**src/rtl/uhr_pkg.sv**
```systemverilog
// ****************************************************************
// Register map, field positions and line timing
// ****************************************************************
package uhr_pkg;
  // Register index; byte address is four times the index
  localparam logic [2:0] IDX_DATA = 3'h0;
  localparam logic [2:0] IDX_IER  = 3'h1;
  localparam logic [2:0] IDX_IIR  = 3'h2;
  localparam logic [2:0] IDX_LCR  = 3'h3;
  localparam logic [2:0] IDX_MCR  = 3'h4;
  localparam logic [2:0] IDX_LSR  = 3'h5;
  localparam logic [2:0] IDX_MSR  = 3'h6;
  localparam logic [2:0] IDX_SCR  = 3'h7;
  // Line format control fields
  localparam int LCR_STOP  = 2;
  localparam int LCR_PEN   = 3;
  localparam int LCR_EVEN  = 4;
  localparam int LCR_STICK = 5;
  localparam int LCR_BRK   = 6;
  localparam int LCR_DIVISOR_ACCESS_BIT  = 7;
  // Modem line control fields
  localparam int MCR_DTR  = 0;
  localparam int MCR_RTS  = 1;
  localparam int MCR_GATE = 3;
  // Interrupt enable fields
  localparam int IER_RDA = 0;
  localparam int IER_THR = 1;
  localparam int IER_RLS = 2;
  localparam int IER_MSI = 3;
  // FIFO control fields
  localparam int FCR_EN    = 0;
  localparam int FCR_RXCLR = 1;
  localparam int FCR_TXCLR = 2;
  localparam int FCR_TRIG  = 6;
  // Interrupt source codes for identification bits 3:1
  localparam logic [2:0] IID_RLS = 3'h3;
  localparam logic [2:0] IID_RDA = 3'h2;
  localparam logic [2:0] IID_CTO = 3'h6;
  localparam logic [2:0] IID_THR = 3'h1;
  localparam logic [2:0] IID_MSI = 3'h0;
  // Reset values
  localparam logic [7:0]  LCR_RST = 8'h03;
  localparam logic [3:0]  IER_RST = 4'h0;
  localparam logic [4:0]  MCR_RST = 5'h00;
  localparam logic [15:0] DIV_RST = 16'h0001;
  localparam logic [7:0]  SCR_RST = 8'h00;
  // Oversampling ticks per bit, half bit, stop lengths, timeout chars
  localparam logic [5:0] OVS      = 6'h10;
  localparam logic [5:0] HALF     = 6'h08;
  localparam logic [5:0] STOP15   = 6'h18;
  localparam logic [5:0] STOP2    = 6'h20;
  localparam int         TO_CHARS = 4;
  // Receive trigger levels in bytes, indexed by the trigger field
  localparam logic [3:0][4:0] TRIG_LVL = {5'h0e, 5'h08, 5'h04, 5'h01};
  // Serial engine states, Gray coded along the frame
  typedef enum logic [2:0] {
    ST_IDLE  = 3'b000,
    ST_START = 3'b001,
    ST_DATA  = 3'b011,
    ST_PAR   = 3'b010,
    ST_STOP  = 3'b110
  } uhr_state_e;
  // Register request as decoded from the bus
  typedef struct packed {
    logic [2:0] idx;
    logic       wr;
    logic [7:0] wdata;
  } uhr_req_s;
endpackage : uhr_pkg

```
**src/rtl/uhr_top.sv**
```systemverilog
`timescale 1ns/1ns
`default_nettype none

// ****************************************************************
// Flip-flop FIFO; depth must be a power of two
// ****************************************************************
module uhr_fifo #(
  parameter int W     = 8,
  parameter int DEPTH = 16,
  parameter int CW    = $clog2(DEPTH) + 1
) (
  // Clock and control
  input  wire logic          clk,
  input  wire logic          rst_n,
  input  wire logic          ce,
  input  wire logic          flush,
  // Fill side
  input  wire logic          push,
  input  wire logic [W-1:0]  din,
  input  wire logic [CW-1:0] cap,
  // Drain side
  input  wire logic          pop,
  output logic      [W-1:0]  dout,
  output logic      [CW-1:0] cnt,
  output logic               full,
  output logic               empty
);
  localparam int PW = $clog2(DEPTH);
  logic [W-1:0]  mem_ff [DEPTH];
  logic [PW-1:0] wp_ff;
  logic [PW-1:0] rp_ff;
  logic [CW-1:0] cnt_ff;
  wire           do_push;
  wire           do_pop;

  // Cap shrinks the FIFO to one entry in character mode
  assign full    = cnt_ff >= cap;
  assign empty   = cnt_ff == '0;
  assign do_push = push & ~full & ~flush;
  assign do_pop  = pop & ~empty & ~flush;
  assign dout    = mem_ff[rp_ff];
  assign cnt     = cnt_ff;

  // Data store carries no reset; only the pointers matter
  always_ff @(posedge clk) begin
    if (ce && do_push) begin
      mem_ff[wp_ff] <= din;
    end
  end

  // Pointers and fill count; flush clears both pointers and the count
  always_ff @(posedge clk or negedge rst_n) begin
    if (!rst_n) begin
      wp_ff  <= '0;
      rp_ff  <= '0;
      cnt_ff <= '0;
    end else if (ce) begin
      if (flush) begin
        wp_ff  <= '0;
        rp_ff  <= '0;
        cnt_ff <= '0;
      end else begin
        wp_ff  <= wp_ff + PW'(do_push);
        rp_ff  <= rp_ff + PW'(do_pop);
        cnt_ff <= cnt_ff + CW'(do_push) - CW'(do_pop);
      end
    end
  end
endmodule : uhr_fifo

// ****************************************************************
// Serial port with APB register access
// ****************************************************************
module uhr_top #(
  parameter int DEPTH = 16,
  parameter int AW    = 12
) (
  // Clock, reset and enable
  input  wire logic          pclk,
  input  wire logic          presetn,
  input  wire logic          ce,
  // APB slave
  input  wire logic          psel,
  input  wire logic          penable,
  input  wire logic          pwrite,
  input  wire logic [AW-1:0] paddr,
  input  wire logic [31:0]   pwdata,
  output logic      [31:0]   prdata,
  output logic               pready,
  output logic               pslverr,
  // Serial line
  input  wire logic          rxd,
  output logic               txd,
  // Modem lines
  input  wire logic          cts_n,
  input  wire logic          dsr_n,
  input  wire logic          ri_n,
  input  wire logic          dcd_n,
  output logic               rts_n,
  output logic               dtr_n,
  // Interrupt
  output logic               irq
);
  localparam int CW = $clog2(DEPTH) + 1;

  uhr_pkg::uhr_req_s  req;
  uhr_pkg::uhr_state_e tx_st_ff, rx_st_ff;
  logic [31:0] prdata_ff;
  logic        pready_ff, pslverr_ff, irq_ff, txd_ff, rts_n_ff, dtr_n_ff;
  logic [7:0]  lcr_ff, scr_ff;
  logic [3:0]  ier_ff;
  logic [4:0]  mcr_ff;
  logic [15:0] div_ff, bcnt_ff;
  logic        fen_ff;
  logic [1:0]  trig_ff;
  logic        thr_rep_ff, thre_ff, txe_d_ff, tx_par_ff, rx_pb_ff, to_ff;
  logic [5:0]  tx_tk_ff, rx_tk_ff;
  logic [2:0]  tx_bit_ff, rx_bit_ff;
  logic [7:0]  tx_sh_ff, rx_sh_ff;
  logic [3:0]  err_ff, msd_ff, mprev_ff;
  logic [9:0]  to_cnt_ff;

  // ****************************************************************
  // Bus decode
  // ****************************************************************
  wire         mapped, capt, take, wr_en, rd_en, divisor_access_bit;
  wire         wr_thr, wr_ier, wr_fcr, rd_rb, rd_iir, rd_lsr, rd_msr;
  wire [7:0]   rd_mux, iir_val, lsr_val;
  wire [7:0]   rd_tab [8];

  // One wait state: pready rises in the second access cycle
  assign req    = {paddr[4:2], pwrite, pwdata[7:0]};
  assign mapped = (paddr[AW-1:5] == '0) && (paddr[1:0] == 2'b00);
  assign capt   = psel & penable & ~pready_ff;
  assign take   = psel & penable & pready_ff;
  assign wr_en  = take & req.wr & mapped;
  assign rd_en  = take & ~req.wr & mapped;
  assign divisor_access_bit   = lcr_ff[uhr_pkg::LCR_DIVISOR_ACCESS_BIT];
  assign wr_thr = wr_en & (req.idx == uhr_pkg::IDX_DATA) & ~divisor_access_bit;
  assign wr_ier = wr_en & (req.idx == uhr_pkg::IDX_IER) & ~divisor_access_bit;
  assign wr_fcr = wr_en & (req.idx == uhr_pkg::IDX_IIR);
  assign rd_rb  = rd_en & (req.idx == uhr_pkg::IDX_DATA) & ~divisor_access_bit;
  assign rd_iir = rd_en & (req.idx == uhr_pkg::IDX_IIR);
  assign rd_lsr = rd_en & (req.idx == uhr_pkg::IDX_LSR);
  assign rd_msr = rd_en & (req.idx == uhr_pkg::IDX_MSR);

  // Read selection by index
  wire [7:0]   rx_head;
  assign rd_tab[0] = divisor_access_bit ? div_ff[7:0] : rx_head;
  assign rd_tab[1] = divisor_access_bit ? div_ff[15:8] : {4'h0, ier_ff};
  assign rd_tab[2] = iir_val;
  assign rd_tab[3] = lcr_ff;
  assign rd_tab[4] = {3'h0, mcr_ff};
  assign rd_tab[5] = lsr_val;
  assign rd_tab[6] = {~dcd_n, ~ri_n, ~dsr_n, ~cts_n, msd_ff};
  assign rd_tab[7] = scr_ff;
  assign rd_mux    = mapped ? rd_tab[req.idx] : 8'h00;

  // ****************************************************************
  // Baud generator and line format
  // ****************************************************************
  wire [15:0]  div_m1;
  wire         tick;
  wire [3:0]   wlen, cbits;
  wire [7:0]   wmask;
  wire [5:0]   stop_tk;
  wire         pen;

  // Divisor 0 wraps to the slowest rate rather than stopping
  assign div_m1  = div_ff - 16'h0001;
  assign tick    = bcnt_ff >= div_m1;
  assign wlen    = 4'h5 + {2'b00, lcr_ff[1:0]};
  assign wmask   = 8'hff >> (2'h3 - lcr_ff[1:0]);
  assign pen     = lcr_ff[uhr_pkg::LCR_PEN];
  assign stop_tk = !lcr_ff[uhr_pkg::LCR_STOP] ? uhr_pkg::OVS :
                   (lcr_ff[1:0] == 2'b00) ? uhr_pkg::STOP15 : uhr_pkg::STOP2;
  assign cbits   = wlen + 4'h2 + {3'h0, pen};

  // Parity bit for masked data: even, odd or stuck
  function automatic logic par_bit(input logic [7:0] d, input logic [7:0] lcr);
    par_bit = lcr[uhr_pkg::LCR_STICK] ? ~lcr[uhr_pkg::LCR_EVEN] :
              (lcr[uhr_pkg::LCR_EVEN] ? ^d : ~^d);
  endfunction : par_bit

  // Sixteen ticks per bit
  always_ff @(posedge pclk or negedge presetn) begin
    if (!presetn) begin
      bcnt_ff <= 16'h0000;
    end else if (ce) begin
      bcnt_ff <= tick ? 16'h0000 : bcnt_ff + 16'h0001;
    end
  end

  // ****************************************************************
  // FIFOs
  // ****************************************************************
  wire [CW-1:0] cap, tx_cnt, rx_cnt;
  wire [7:0]    tx_head, rx_data;
  wire          tx_empty, rx_full, tx_pop, rx_end, rx_push;
  wire          fen_w, tx_flush, rx_flush;

  // Other bits act only with enable set; leaving or entering FIFO mode flushes
  assign fen_w    = pwdata[uhr_pkg::FCR_EN];
  assign rx_flush = wr_fcr & (~fen_w | ~fen_ff | pwdata[uhr_pkg::FCR_RXCLR]);
  assign tx_flush = wr_fcr & (~fen_w | ~fen_ff | pwdata[uhr_pkg::FCR_TXCLR]);
  assign cap      = fen_ff ? CW'(DEPTH) : CW'(1);
  assign tx_pop   = (tx_st_ff == uhr_pkg::ST_IDLE) & ~tx_empty;
  assign rx_data  = rx_sh_ff >> (2'h3 - lcr_ff[1:0]);
  assign rx_end   = tick & (rx_st_ff == uhr_pkg::ST_STOP) & (rx_tk_ff == uhr_pkg::OVS - 6'h01);
  assign rx_push  = rx_end & ~rx_full;

  uhr_fifo #(.W(8), .DEPTH(DEPTH), .CW(CW)) u_tx_fifo (
    .clk   (pclk),
    .rst_n (presetn),
    .ce    (ce),
    .flush (tx_flush),
    .push  (wr_thr),
    .din   (req.wdata),
    .cap   (cap),
    .pop   (tx_pop),
    .dout  (tx_head),
    .cnt   (tx_cnt),
    .full  (),
    .empty (tx_empty)
  );

  uhr_fifo #(.W(8), .DEPTH(DEPTH), .CW(CW)) u_rx_fifo (
    .clk   (pclk),
    .rst_n (presetn),
    .ce    (ce),
    .flush (rx_flush),
    .push  (rx_push),
    .din   (rx_data),
    .cap   (cap),
    .pop   (rd_rb),
    .dout  (rx_head),
    .cnt   (rx_cnt),
    .full  (rx_full),
    .empty ()
  );

  // ****************************************************************
  // Registers
  // ****************************************************************
  // Software state; the scratch byte steers nothing
  always_ff @(posedge pclk or negedge presetn) begin
    if (!presetn) begin
      lcr_ff  <= uhr_pkg::LCR_RST;
      ier_ff  <= uhr_pkg::IER_RST;
      mcr_ff  <= uhr_pkg::MCR_RST;
      div_ff  <= uhr_pkg::DIV_RST;
      scr_ff  <= uhr_pkg::SCR_RST;
      fen_ff  <= 1'b0;
      trig_ff <= 2'b00;
    end else if (ce && wr_en) begin
      unique case (req.idx)
        uhr_pkg::IDX_DATA: if (divisor_access_bit) div_ff[7:0] <= req.wdata;
        uhr_pkg::IDX_IER: begin
          if (divisor_access_bit) div_ff[15:8] <= req.wdata;
          else ier_ff <= req.wdata[3:0];
        end
        uhr_pkg::IDX_IIR: begin
          fen_ff <= fen_w;
          if (fen_w) trig_ff <= req.wdata[uhr_pkg::FCR_TRIG+:2];
        end
        uhr_pkg::IDX_LCR: lcr_ff <= req.wdata;
        uhr_pkg::IDX_MCR: mcr_ff <= req.wdata[4:0];
        uhr_pkg::IDX_LSR: ;
        uhr_pkg::IDX_MSR: ;
        uhr_pkg::IDX_SCR: scr_ff <= req.wdata;
      endcase
    end
  end

  // ****************************************************************
  // Transmitter
  // ****************************************************************
  wire tx_lvl, tx_last;
  assign tx_lvl  = (tx_st_ff == uhr_pkg::ST_START) ? 1'b0 :
                   (tx_st_ff == uhr_pkg::ST_DATA) ? tx_sh_ff[0] :
                   (tx_st_ff == uhr_pkg::ST_PAR) ? tx_par_ff : 1'b1;
  assign tx_last = tick & (tx_tk_ff == ((tx_st_ff == uhr_pkg::ST_STOP) ? stop_tk : uhr_pkg::OVS) - 6'h01);

  // Frame sequencer; shifter only reloads after the stop bit ends
  always_ff @(posedge pclk or negedge presetn) begin
    if (!presetn) begin
      tx_st_ff  <= uhr_pkg::ST_IDLE;
      tx_tk_ff  <= 6'h00;
      tx_bit_ff <= 3'h0;
      tx_sh_ff  <= 8'h00;
      tx_par_ff <= 1'b0;
    end else if (ce) begin
      tx_tk_ff <= tx_last ? 6'h00 : tx_tk_ff + 6'(tick);
      unique case (tx_st_ff)
        uhr_pkg::ST_IDLE: begin
          tx_tk_ff <= 6'h00;
          if (tx_pop) begin
            tx_sh_ff  <= tx_head & wmask;
            tx_par_ff <= par_bit(tx_head & wmask, lcr_ff);
            tx_st_ff  <= uhr_pkg::ST_START;
          end
        end
        uhr_pkg::ST_START: if (tx_last) begin
          tx_bit_ff <= 3'h0;
          tx_st_ff  <= uhr_pkg::ST_DATA;
        end
        uhr_pkg::ST_DATA: if (tx_last) begin
          tx_sh_ff  <= tx_sh_ff >> 1;
          tx_bit_ff <= tx_bit_ff + 3'h1;
          if ({1'b0, tx_bit_ff} == wlen - 4'h1) tx_st_ff <= pen ? uhr_pkg::ST_PAR : uhr_pkg::ST_STOP;
        end
        uhr_pkg::ST_PAR: if (tx_last) tx_st_ff <= uhr_pkg::ST_STOP;
        uhr_pkg::ST_STOP: if (tx_last) tx_st_ff <= uhr_pkg::ST_IDLE;
        default: tx_st_ff <= uhr_pkg::ST_IDLE;
      endcase
    end
  end

  // ****************************************************************
  // Receiver
  // ****************************************************************
  wire rx_mid;
  assign rx_mid = tick & (rx_tk_ff == (((rx_st_ff == uhr_pkg::ST_START) ? uhr_pkg::HALF : uhr_pkg::OVS) - 6'h01));

  // Start bit is checked at mid bit so glitches do not start a frame
  always_ff @(posedge pclk or negedge presetn) begin
    if (!presetn) begin
      rx_st_ff  <= uhr_pkg::ST_IDLE;
      rx_tk_ff  <= 6'h00;
      rx_bit_ff <= 3'h0;
      rx_sh_ff  <= 8'h00;
      rx_pb_ff  <= 1'b0;
    end else if (ce) begin
      rx_tk_ff <= rx_mid ? 6'h00 : rx_tk_ff + 6'(tick);
      unique case (rx_st_ff)
        uhr_pkg::ST_IDLE: begin
          rx_tk_ff <= 6'h00;
          if (!rxd) rx_st_ff <= uhr_pkg::ST_START;
        end
        uhr_pkg::ST_START: if (rx_mid) begin
          rx_bit_ff <= 3'h0;
          rx_st_ff  <= rxd ? uhr_pkg::ST_IDLE : uhr_pkg::ST_DATA;
        end
        uhr_pkg::ST_DATA: if (rx_mid) begin
          rx_sh_ff  <= {rxd, rx_sh_ff[7:1]};
          rx_bit_ff <= rx_bit_ff + 3'h1;
          if ({1'b0, rx_bit_ff} == wlen - 4'h1) rx_st_ff <= pen ? uhr_pkg::ST_PAR : uhr_pkg::ST_STOP;
        end
        uhr_pkg::ST_PAR: if (rx_mid) begin
          rx_pb_ff <= rxd;
          rx_st_ff <= uhr_pkg::ST_STOP;
        end
        uhr_pkg::ST_STOP: if (rx_mid) rx_st_ff <= uhr_pkg::ST_IDLE;
        default: rx_st_ff <= uhr_pkg::ST_IDLE;
      endcase
    end
  end

  // ****************************************************************
  // Line and modem status
  // ****************************************************************
  wire [3:0] err_set, mnow, msd_set;
  // Sticky {break, framing, parity, overrun}; only the first stop bit is checked
  assign err_set = rx_end ? {~rxd & (rx_data == 8'h00) & ~(pen & rx_pb_ff), ~rxd,
                             pen & (rx_pb_ff != par_bit(rx_data, lcr_ff)), rx_full} : 4'h0;
  assign lsr_val = {fen_ff & |err_ff[3:1], tx_empty & (tx_st_ff == uhr_pkg::ST_IDLE),
                    tx_empty, err_ff, rx_cnt != '0};
  assign mnow    = {~dcd_n, ~ri_n, ~dsr_n, ~cts_n};
  // Ring reports its trailing edge only, as modems expect
  assign msd_set = {mnow[3] ^ mprev_ff[3], ~mnow[2] & mprev_ff[2], mnow[1:0] ^ mprev_ff[1:0]};

  // Reads clear the status; a new event in the same cycle wins
  always_ff @(posedge pclk or negedge presetn) begin
    if (!presetn) begin
      err_ff   <= 4'h0;
      msd_ff   <= 4'h0;
      mprev_ff <= 4'h0;
    end else if (ce) begin
      err_ff   <= (rd_lsr ? 4'h0 : err_ff) | err_set;
      msd_ff   <= (rd_msr ? 4'h0 : msd_ff) | msd_set;
      mprev_ff <= mnow;
    end
  end

  // ****************************************************************
  // Character timeout and holding empty tracking
  // ****************************************************************
  wire [9:0] to_lim;
  wire       rx_act, thre_set, thre_clr;
  assign to_lim   = {cbits, 6'h00} - 10'h001;
  assign rx_act   = rx_push | rd_rb | rx_flush | (rx_cnt == '0);
  assign thre_set = (tx_empty & ~txe_d_ff) | (wr_ier & req.wdata[uhr_pkg::IER_THR] & tx_empty);
  assign thre_clr = wr_thr | (rd_iir & thr_rep_ff);

  // Four character times of oversampled ticks with no FIFO traffic
  always_ff @(posedge pclk or negedge presetn) begin
    if (!presetn) begin
      to_cnt_ff <= 10'h000;
      to_ff     <= 1'b0;
      thre_ff   <= 1'b0;
      txe_d_ff  <= 1'b1;
    end else if (ce) begin
      if (rx_act) begin
        to_cnt_ff <= 10'h000;
        to_ff     <= 1'b0;
      end else if (tick && !to_ff) begin
        to_cnt_ff <= to_cnt_ff + 10'h001;
        to_ff     <= to_cnt_ff == to_lim;
      end
      thre_ff  <= (thre_ff & ~thre_clr) | thre_set;
      txe_d_ff <= tx_empty;
    end
  end

  // ****************************************************************
  // Interrupt identification
  // ****************************************************************
  wire       s_rls, s_rda, s_cto, s_thr, s_msi, pend;
  wire [2:0] iid;
  assign s_rls   = ier_ff[uhr_pkg::IER_RLS] & |err_ff;
  assign s_rda   = ier_ff[uhr_pkg::IER_RDA] & (fen_ff ? (rx_cnt >= CW'(uhr_pkg::TRIG_LVL[trig_ff])) :
                   (rx_cnt != '0));
  assign s_cto   = ier_ff[uhr_pkg::IER_RDA] & fen_ff & to_ff;
  assign s_thr   = ier_ff[uhr_pkg::IER_THR] & thre_ff;
  assign s_msi   = ier_ff[uhr_pkg::IER_MSI] & |msd_ff;
  assign pend    = s_rls | s_rda | s_cto | s_thr | s_msi;
  assign iid     = s_rls ? uhr_pkg::IID_RLS : s_rda ? uhr_pkg::IID_RDA : s_cto ? uhr_pkg::IID_CTO :
                   s_thr ? uhr_pkg::IID_THR : uhr_pkg::IID_MSI;
  assign iir_val = {fen_ff, fen_ff, 2'b00, pend ? iid : 3'h0, ~pend};

  // ****************************************************************
  // Output flops
  // ****************************************************************
  // Read data is frozen at the first access cycle, so identify cannot shift mid access
  always_ff @(posedge pclk or negedge presetn) begin
    if (!presetn) begin
      pready_ff  <= 1'b0;
      prdata_ff  <= 32'h00000000;
      pslverr_ff <= 1'b0;
      thr_rep_ff <= 1'b0;
    end else if (ce) begin
      pready_ff <= capt;
      if (capt) begin
        prdata_ff  <= {24'h000000, rd_mux};
        pslverr_ff <= ~mapped;
        thr_rep_ff <= pend & (iid == uhr_pkg::IID_THR);
      end
    end
  end

  // Line pins and gated interrupt
  always_ff @(posedge pclk or negedge presetn) begin
    if (!presetn) begin
      txd_ff   <= 1'b1;
      rts_n_ff <= 1'b1;
      dtr_n_ff <= 1'b1;
      irq_ff   <= 1'b0;
    end else if (ce) begin
      txd_ff   <= tx_lvl & ~lcr_ff[uhr_pkg::LCR_BRK];
      rts_n_ff <= ~mcr_ff[uhr_pkg::MCR_RTS];
      dtr_n_ff <= ~mcr_ff[uhr_pkg::MCR_DTR];
      irq_ff   <= pend & mcr_ff[uhr_pkg::MCR_GATE];
    end
  end

  assign prdata  = prdata_ff;
  assign pready  = pready_ff;
  assign pslverr = pslverr_ff;
  assign txd     = txd_ff;
  assign rts_n   = rts_n_ff;
  assign dtr_n   = dtr_n_ff;
  assign irq     = irq_ff;
endmodule : uhr_top

`default_nettype wire

```
**config.mk**
```make
export PLATFORM = sky130hd
export DESIGN_NAME = uhr_top
export DESIGN_NICKNAME = d
export VERILOG_FILES = /design/src/rtl/uhr_pkg.sv /design/src/rtl/uhr_top.sv
export SDC_FILE = /design/constraint.sdc
export NUM_CORES = 1
export LEC_CHECK = 0
export BUFFER_PORTS_ARGS = -buffer_cell sky130_fd_sc_hd__clkbuf_2
export CORE_MARGIN = 3
export CORE_UTILIZATION = 40
export CTS_BUF_LIST = sky130_fd_sc_hd__clkbuf_16
export DETAILED_ROUTE_END_ITERATION = 16
export PLACE_DENSITY = 0.55
export SLEW_MARGIN = 40
export SYNTH_ARGS = -nofsm -noshare
export SYNTH_HDL_FRONTEND = slang
export SYNTH_SLANG_ARGS = --single-unit
export TNS_END_PERCENT = 30
```
**constraint.sdc**
```tcl
create_clock -name pclk -period 6 [get_ports pclk]
set_input_delay 0.9 -clock pclk [delete_from_list [all_inputs] [get_ports pclk]]
set_output_delay 0.9 -clock pclk [all_outputs]
set_load 0.05 [all_outputs]
```
==> results of run 1 <==
final timing paths:
kind	start	slack, ns	to	depth (start not counted)
setup / recovery	div_ff[2]	1.29	u_rx_fifo.mem_ff[6][4]	15
hold / removal	presetn	0.15	bcnt_ff[0]	1
setup reg to reg	div_ff[2]	1.29	u_rx_fifo.mem_ff[6][4]	15
hold reg to reg	lcr_ff[6]	0.47	txd	1
max in group asynchronous	presetn	4.45	bcnt_ff[10]	3
min in group pclk	lcr_ff[6]	0.47	txd	1
power breakdown:
group / internal [mW] / switching, mW / total, mW
clock: 1.57 / 1.20 / 2.76
sequential: 3.16 / 0.0796 / 3.23
combinational: 0.302 / 0.462 / 0.764
total: 5.02 / 1.74 / 6.76
flip-flops by register name, summed over array words and instances, names as in the netlist, 8 cells and up:
| register | count |
|---|---|
| prdata | 8 |
| div_ff | 16 |
| bcnt_ff | 16 |
| u_rx_fifo.mem_ff | 128 |
| lcr_ff | 8 |
| tx_sh_ff | 8 |
| rx_sh_ff | 8 |
| to_cnt_ff | 10 |
| u_tx_fifo.mem_ff | 128 |
| scr_ff | 8 |
layer usage:
layer	GRT usage (%)	wire (um)	share of wire [%]
met1	29.3	24200	48
met2	27.8	22000	44
met3	3.57	3110	6.2
met4	4.63	972	1.9
met5	0	13	0.026
worst max-delay path, stage by stage, from the launching register on:
cell and delay [ns]:
dfrtp_1 0.46, nor3_1 0.23, nand2b_1 0.14, nor4_1 0.26, nand2_1 0.13, or2_2 0.32
nor4_1 0.23, xnor2_1 0.12, ha_1 0.30, and4_1 0.25, a221oi_4 0.09, inv_2 0.06
nand3_1 0.26, buf_4 0.30, or4_1 0.55, nor2_1 0.61
metrics by stage:
step / hold WS [ns] / power, mW
2_1_floorplan: 0.412 / 3.84
3_3_place_gp: 0.453 / 4.05
3_5_place_dp: 0.467 / 4.06
4_1_cts: 0.344 / 6.84
5_1_grt: 0.140 / 7.06
6_report: 0.152 / 6.76
cell type report:
| cell class | count | area (um2) |
|---|---|---|
| Clock buffer | 47 | 1180 |
| Clock inverter | 41 | 299 |
| Fill cell | 4539 | 27300 |
| Inverter | 56 | 210 |
| Multi-Input combinational cell | 990 | 7970 |
| Sequential cell | 424 | 11900 |
| Tap cell | 672 | 841 |
| Timing Repair Buffer | 84 | 551 |
cell families (layout without fill, tap and decap cells):
| group | Yosys count | count (layout) | share of synthesized area, % |
|---|---|---|---|
| other | 1 | 24 | 0.0183 |
| adders and majority gates | 70 | 70 | 4.36 |
| DFF | 424 | 424 | 58.2 |
| muxes | 175 | 175 | 12.7 |
| and+or+nand+nor | 419 | 419 | 10.2 |
| xor gates and xnor gates | 75 | 75 | 3.28 |
| AOI/OAI and AO/OA | 227 | 227 | 7.74 |
| buffers and inverters | 147 | 228 | 3.45 |
placed cells by master, fill, tap and decap left out, types with 24 or more instances in the layout:
cell type / netlist / routed
mux2i_1: 42 / 42
dfrtp_1: 161 / 159
nor2_1: 109 / 104
nand3_1: 39 / 39
ha_1: 68 / 68
edfxtp_1: 256 / 256
buf_4: 30 / 39
xnor2_1: 42 / 42
conb_1: 1 / 24
nand2_1: 126 / 126
mux4_2: 58 / 58
inv_1: 53 / 63
xor2_1: 32 / 32
a21oi_1: 37 / 37
clkbuf_2: 0 / 42
o21ai_0: 52 / 52
clkbuf_16: 0 / 47
mux2_2: 68 / 68
==> reports/metrics.yaml, run 1 <==
run_status:
  status: "complete, no violations"
layout:
  post_layout_nonfiller_instances: 2314
  final_area_um2: 23000
  finish.net_count: 1728
  diodes: 0
  drive_above_1_share_pct: 20.0
  post-route-util_pct: 45.7
  syn2layout_area_growth_pct: 12.3
route:
  via_count: 12523
  drc_errors: 0
  drt_pre_antenna_iters: 8
  drt-initial-drc-count: 1074
  vias_per_cell: 5.41
  drt-wirelength-per-cell_um: 21.7
  routed_wirelength_um: 50300
  ant_nets: 0
clock_tree:
  post_cts_resize_count: 0
  cts.sink_count: 424
  cts_post_setup_buffers_inserted: 0
  cts.root.buffer_cell: "clkbuf_16"
  clk_path_buf_depth: 3
  clock_insertion_delay_worst_skew_ns: 0.60
  htree_levels: 2
  tritoncts: "built"
  numCtsBuffers: 47
  ctsHoldBuffers: 0
  clkSlewWorstSetupHoldPaths_ns: 0.07
worst_setup_path:
  critical_path.endpoint_type: "flop"
  timing.critical_path.fanout_max: 8
  crit_type: "flop to flop"
  timing.critical_path.from_type: "flop"
  worst-endpoint-arrival_ns: 4.92
  crit_required_ns: 6.20
global_routing:
  grt_first_pass_wirelength_um: 77900
  grt_antenna_before_repair: 1
  grt_remaining_overflow: 0
  grt_start_max_net_pins: 95
  grt_pass1_vias: 12499
  track_usage_pct: 19.0
timing:
  fmaxAchievable_mhz: 212
  final-setup-viol-count: 0
  setup_slack_ns: 1.29
  period_share_pct: 78.6
  layout_min_cycle_time_ns: 4.71
  max_slew_margin_pct: 38.7
  slew_at_the_pin_closest_to_its_max_slew_limit_ns: 0.912
  final.setup_skew_ns: 0.0286
  finalHoldViolations: 0
  fin_setup_tns_ns: 0
  grt_setup_unrepaired: "false"
  slew_violations: 0
synth:
  post_synth_instance_area_um2: 20400
  yosys.area.top_type_share_pct: 37.6
  count_of_cell_types_in_the_netlist: 85
  syn-mean-instance-area_um2: 13.3
  post_synth_inst_count: 1538
  synth_seq_area_share_pct: 58.2
  post_synth_arst_share_pct: 39.6
  synth_most_common_cell: "edfxtp_1"
  netlist.top_cell.by_area: "edfxtp_1"
  yosys_register_bits: 424
  synth_top_cells_by_area: "edfxtp_1 (38%), dfrtp_1 (20%), mux4_2 (6.4%)"
  synth_top_cells_by_count: "edfxtp_1 (256), dfrtp_1 (161), nand2_1 (126), nor2_1 (109)"
  synth-edff-count: 256
  yosysWarnings: 0
  synth_flop_cell: "edfxtp_1"
floorplanning:
  boundaryPins: 93
  chip_height_um: 232
  initial_core_util_pct: 40.7
  fp.coreArea_um2: 50300
  placement_rows: 82
  chipWidth_um: 232
  die_area_um2: 53900
pwr:
  vdd_drop_max_mv: 0.206
  leakage_nw: 9.27
  cellPowerDensity_nw_per_um2: 295
placement:
  place.detailed.instances: 2225
  numPortBuffers: 44
  dpl-instance-area_um2: 21500
  routability_cong: 0.833
  dpl_worst_slack_ns: 1.18
  dp_hpwl_um: 34200
min_path:
  hold_path_class: "input pin to asynchronous set/reset pin"
job:
  timing.max_cap.violations: 0
(Power assumes the default switching activity.)
==> run 2: changes to the inputs <==
PLACE_DENSITY = 0.57   (was 0.55)
clock period = 3.98 ns   (was 6 ns; I/O delays follow)
==> run 2 against run 1 <==
Compared with the run above:
- the flow now finishes with violations (negative setup slack)
- design area rose by 4.3%
- largest power group unchanged
- critical path depth rose by 10
- sequential power rose by 51%
- critical path type unchanged
- clock-buffer cell count rose by 1
- flip-flop and latch count did not move
==> reports/metrics.yaml, run 2 (same netlist as run 1, synthesis figures left out) <==
clock_tree:
  numCtsBuffers: 47
  cts.sink_count: 424
  clkSlewWorstSetupHoldPaths_ns: 0.06
  clk_path_buf_depth: 3
  htree_levels: 2
  tritoncts: "built"
  clock_insertion_delay_worst_skew_ns: 0.60
  cts.root.buffer_cell: "clkbuf_16"
timing:
  grt_setup_unrepaired: "true"
  final.setup_skew_ns: 0.0262
  setup_slack_ns: -0.0619
  final-setup-viol-count: 1
  fmaxAchievable_mhz: 247
  slew_violations: 0
  max_slew_margin_pct: 49.6
  layout_min_cycle_time_ns: 4.04
  slew_at_the_pin_closest_to_its_max_slew_limit_ns: 0.749
  period_share_pct: 102
  finalHoldViolations: 0
worst_setup_path:
  timing.critical_path.from_type: "flop"
  slowest_delay_ns: 0.39
  worst-path-buf-inv: 2
  crit_family: "simple AND/OR/NAND/NOR gates"
  crit_required_ns: 4.46
  slowest_stage: "dfrtp_1"
  critical_path.endpoint_type: "flop"
  worst-endpoint-arrival_ns: 4.52
  timing.critical_path.fanout_max: 3
  crit_type: "flop to flop"
  critPathMostFrequentCell: "nor2_1"
global_routing:
  grt_antenna_before_repair: 1
  grt_start_max_net_pins: 82
  globalRouteMet1Util_pct: 27.2
  globalRouteMet2Util_pct: 31.5
  track_usage_pct: 19.4
  met3_usage_pct: 3.29
  grt_remaining_overflow: 0
  grt.busiest_layer: "met2"
  grt_first_pass_wirelength_um: 79500
  grt_pass1_vias: 13085
layout:
  largest_registers: "u_rx_fifo.mem_ff (128), u_tx_fifo.mem_ff (128)"
  most-common-layout-cells: "edfxtp_1 (256), dfrtp_1 (159), nand2_1 (125)"
  drive_above_1_share_pct: 24.5
  area.sequential_um2: 11900
  finish.net_count: 1798
  post_layout_nonfiller_instances: 2385
  layout_commonest_cell: "edfxtp_1"
  syn2layout_area_growth_pct: 17.1
  nFillCells: 4483
  multi_input_comb_area_um2: 8170
floorplanning:
  chip_height_um: 232
  chipWidth_um: 232
  die_area_um2: 53900
  initial_core_util_pct: 40.7
  boundaryPins: 93
  fp.coreArea_um2: 50300
  placement_rows: 82
pwr:
  cellPowerDensity_nw_per_um2: 443
  leakage_nw: 9.74
  vdd_drop_max_mv: 0.382
route:
  via_count: 12932
  drt_pre_antenna_iters: 5
  drt-initial-drc-count: 975
  routed_wirelength_um: 51700
  vias_per_cell: 5.42
  drt-wirelength-per-cell_um: 21.7
  ant_nets: 0
  drc_errors: 0
run_status:
  violated_checks: "negative setup slack"
  status: "finished, violations left"
placement:
  place.detailed.instances: 2287
  routability_cong: 0.905
  numPortBuffers: 44
  dpl_worst_slack_ns: -0.215
  dp_hpwl_um: 35700
job:
  timing.max_cap.violations: 0
min_path:
  hold_path_class: "input pin to flop"
## run 2: through the flow
step / hold WS (ns) / area (um2) / setup TNS, ns / util [%] / total power [mW]
floorplan: 0.301 / 20600 / -0.248 / - / 5.79
global placement: 0.470 / 21900 / -0.228 / 43.7 / 6.12
detailed placement: 0.474 / 22000 / -0.383 / 43.8 / 6.15
CTS: 0.191 / 23700 / -0.105 / 47.1 / 10.7
global route: 0.211 / 23900 / -19.61 / 47.6 / 11.1
finish: 0.221 / 23900 / -0.0619 / 47.6 / 10.6
## run 2: final timing paths
| path | start | to | slack (ns) | cells after the start |
|---|---|---|---|---|
| setup / recovery | div_ff[4] | u_rx_fifo.cnt[4] | -0.06 | 25 |
| hold / removal | ri_n | mprev_ff[2] | 0.22 | 2 |
| setup reg to reg | div_ff[4] | u_rx_fifo.cnt[4] | -0.06 | 25 |
| hold reg to reg | irq | irq | 0.48 | 1 |
| max in group asynchronous | presetn | dtr_n | 2.78 | 4 |
| min in group asynchronous | presetn | tx_par_ff | 0.58 | 3 |
## run 2: repair_timing
item	CTS	global route
pin swaps	1	17
endpoints found under the setup margin	2	156
gates cloned	0	1
gates resized for setup	3	48
hold buffers	1	0
hold endpoints to repair	2	0
buffers inserted	0	7
## run 2: area by class of cell
class                      count  share of cell area (%)
clock inverter                40                    1.82
inverter                      56                   0.878
multi-input combinational    991                    34.1
timing repair buffer         153                    4.89
tap                          672                    3.51
antenna                        1                  0.0105
sequential                   424                    49.7
clock buffer                  48                    5.02
## run 2: routing by layer
layer  vias to the layer above  wire (um)
met5                         -         13
met4                         2       1070
met3                        70       2770
met2                       335      24600
met1                      6530      23300
li1                       5995          -
## run 2: power by group
part           leakage (nW)  total, mW  internal [mW]  switching [mW]
registers              4.77       4.88           4.76           0.122
clock network         0.809       4.53           2.68            1.85
logic                  4.17       1.20          0.476           0.720
==> run 3: changes to the inputs <==
CORE_UTILIZATION = 30   (was 40)
PLACE_DENSITY = 0.45   (was 0.57)
==> run 3 against run 2 <==
Compared with the run above:
- the flow still finishes with violations (negative setup slack)
- sequential power about the same
- combinational power about the same
- worst setup slack got worse by 0.029 ns
- via count about the same
- wire length increased by 6.8%
- clock-buffer cell count increased by 4
- critical path depth decreased by 8
- non-clock buffer count increased by 1
- register-to-register slack got worse by 0.03 ns
- flip-flop and latch count unchanged
==> reports/metrics.yaml, run 3 (same netlist as run 1, synthesis figures left out) <==
worst_setup_path:
  worst-endpoint-arrival_ns: 4.37
  timing.critical_path.fanout_max: 8
  critical_path.endpoint_type: "flop"
  slowest_delay_ns: 0.60
  slowest_stage: "or4b_1"
  crit_type: "flop to flop"
  timing.critical_path.from_type: "flop"
  crit_required_ns: 4.27
  worstPathCellList: "nor3_2 > nand2b_1 > nor4_2 > nand2_1 > or2_4 > nor4_4 > xnor2_1 > ha_1 > and4_1 > a221oi_4 > inv_2 > nand3_4 > buf_4 > buf_6 > or4b_1 > nor3_2 > buf_4"
floorplanning:
  die_area_um2: 71300
  chipWidth_um: 267
  fp.coreArea_um2: 67300
  initial_core_util_pct: 30.4
  boundaryPins: 93
  chip_height_um: 267
  placement_rows: 95
global_routing:
  grt_pass1_vias: 13027
  grt_start_max_net_pins: 106
  track_usage_pct: 15.4
  grt_remaining_overflow: 0
  grt_first_pass_wirelength_um: 82900
  grt_antenna_before_repair: 1
run_status:
  violated_checks: "negative setup slack"
  status: "finished, violations left"
clock_tree:
  clkSlewWorstSetupHoldPaths_ns: 0.06
  cts.root.buffer_cell: "clkbuf_16"
  tritoncts: "built"
  clk_path_buf_depth: 3
  clock_insertion_delay_worst_skew_ns: 0.60
  htree_levels: 2
  cts.sink_count: 424
  numCtsBuffers: 50
timing:
  final.setup_skew_ns: 0.0189
  grt_setup_unrepaired: "true"
  max_slew_margin_pct: 51.0
  layout_min_cycle_time_ns: 4.07
  slew_violations: 0
  final-setup-viol-count: 108
  period_share_pct: 102
  finalHoldViolations: 0
  fmaxAchievable_mhz: 246
  setup_slack_ns: -0.0913
  slew_at_the_pin_closest_to_its_max_slew_limit_ns: 0.735
layout:
  finish.net_count: 1801
  nFillCells: 6544
  most-common-layout-cells: "edfxtp_1 (256), dfrtp_1 (159), nand2_1 (125)"
  syn2layout_area_growth_pct: 18.7
  drive_above_1_share_pct: 25.0
  layout_commonest_cell: "edfxtp_1"
  post_layout_nonfiller_instances: 2591
  diodes: 0
  largest_registers: "u_rx_fifo.mem_ff (128), u_tx_fifo.mem_ff (128)"
route:
  drt_pre_antenna_iters: 5
  drc_errors: 0
  drt-initial-drc-count: 883
  routed_wirelength_um: 55200
  vias_per_cell: 4.99
  drt-wirelength-per-cell_um: 21.3
  ant_nets: 0
  via_count: 12924
job:
  timing.max_cap.violations: 0
min_path:
  hold_path_class: "input pin to flop"
pwr:
  share_of_total_power_in_sequential_cells_pct: 44.8
  switchingPower_mw: 2.76
  report.power.total_mw: 10.9
  vdd_drop_max_mv: 0.334
  internal_power_summed_over_all_cells_mw: 8.13
  clock_power_share_pct: 44.0
  cellPowerDensity_nw_per_um2: 449
  swShare_pct: 25.4
  leakage_nw: 9.81
  comb_power_share_pct: 11.2
placement:
  dpl_worst_slack_ns: -0.185
  dp_hpwl_um: 37600
  place.detailed.instances: 2485
  routability_cong: 0.806
  numPortBuffers: 44
[run 3: final timing paths]
check / start / end / slack, ns / depth (start not counted)
setup / recovery: div_ff[4] / u_rx_fifo.mem_ff[12][7] / -0.09 / 17
hold / removal: ri_n / mprev_ff[2] / 0.21 / 2
setup reg to reg: div_ff[4] / u_rx_fifo.mem_ff[12][7] / -0.09 / 17
hold reg to reg: irq / irq / 0.48 / 1
max in group asynchronous: presetn / scr_ff[4] / 2.55 / 3
min in group asynchronous: presetn / tx_tk_ff[4] / 0.60 / 2
[run 3: metal layers]
metal,vias to the layer above,track usage (%),routed length [um]
met1,6602,21.0,25200
met4,0,4.09,1530
met3,80,2.46,2170
met2,240,25.7,26300
li1,6002,-,-
met5,-,0,0
[run 3: timing repair]
item | CTS | global route
pin swaps | 0 | 26
gates cloned | 0 | 1
gates resized for setup | 4 | 51
hold buffers | 1 | 0
setup endpoints to repair | 26 | 151
setup buffers | 0 | 11
hold endpoints to repair | 2 | 0
[run 3: cell type report]
cell class	instances	area [um2]	area share [%]
Clock inverter	42	420	1.73
Clock buffer	52	1300	5.36
Timing Repair Buffer	154	1190	4.92
Inverter	56	210	0.866
Sequential cell	424	11900	49.1
Multi-Input combinational cell	990	8140	33.6
Tap cell	873	1090	4.50
[run 3: critical path: cells and delay by family (launching register included)]
kind / cells / cell delay (ns)
and+or+nand+nor: 10 / 2.25
buffers and inverters: 4 / 0.61
DFF: 1 / 0.38
adders and majority gates: 1 / 0.30
xor gates and xnor gates: 1 / 0.12
AOI/OAI and AO/OA: 1 / 0.08
[run 3: power by group through the flow]
stage / combinational, mW / sequential (mW) / clock, mW
after floorplan: 0.873 / 4.91 / 0
after global placement: 1.21 / 4.97 / 0
after detailed placement: 1.21 / 4.97 / 0
after CTS: 1.22 / 4.88 / 4.93
after global routing: 1.37 / 4.90 / 5.13
final: 1.22 / 4.88 / 4.79
[run 3: through the flow]
step                hold slack, ns  setup TNS (ns)  area (um2)  utilization (%)
floorplan                    0.301          -0.248       20600                -
global placement             0.467          -0.275       22200             33.0
detailed placement           0.472          -0.299       22200             33.0
CTS                          0.172          -0.117       24000             35.6
global route                 0.193          -31.77       24300             36.1
finish                       0.210           -4.14       24300             36.1
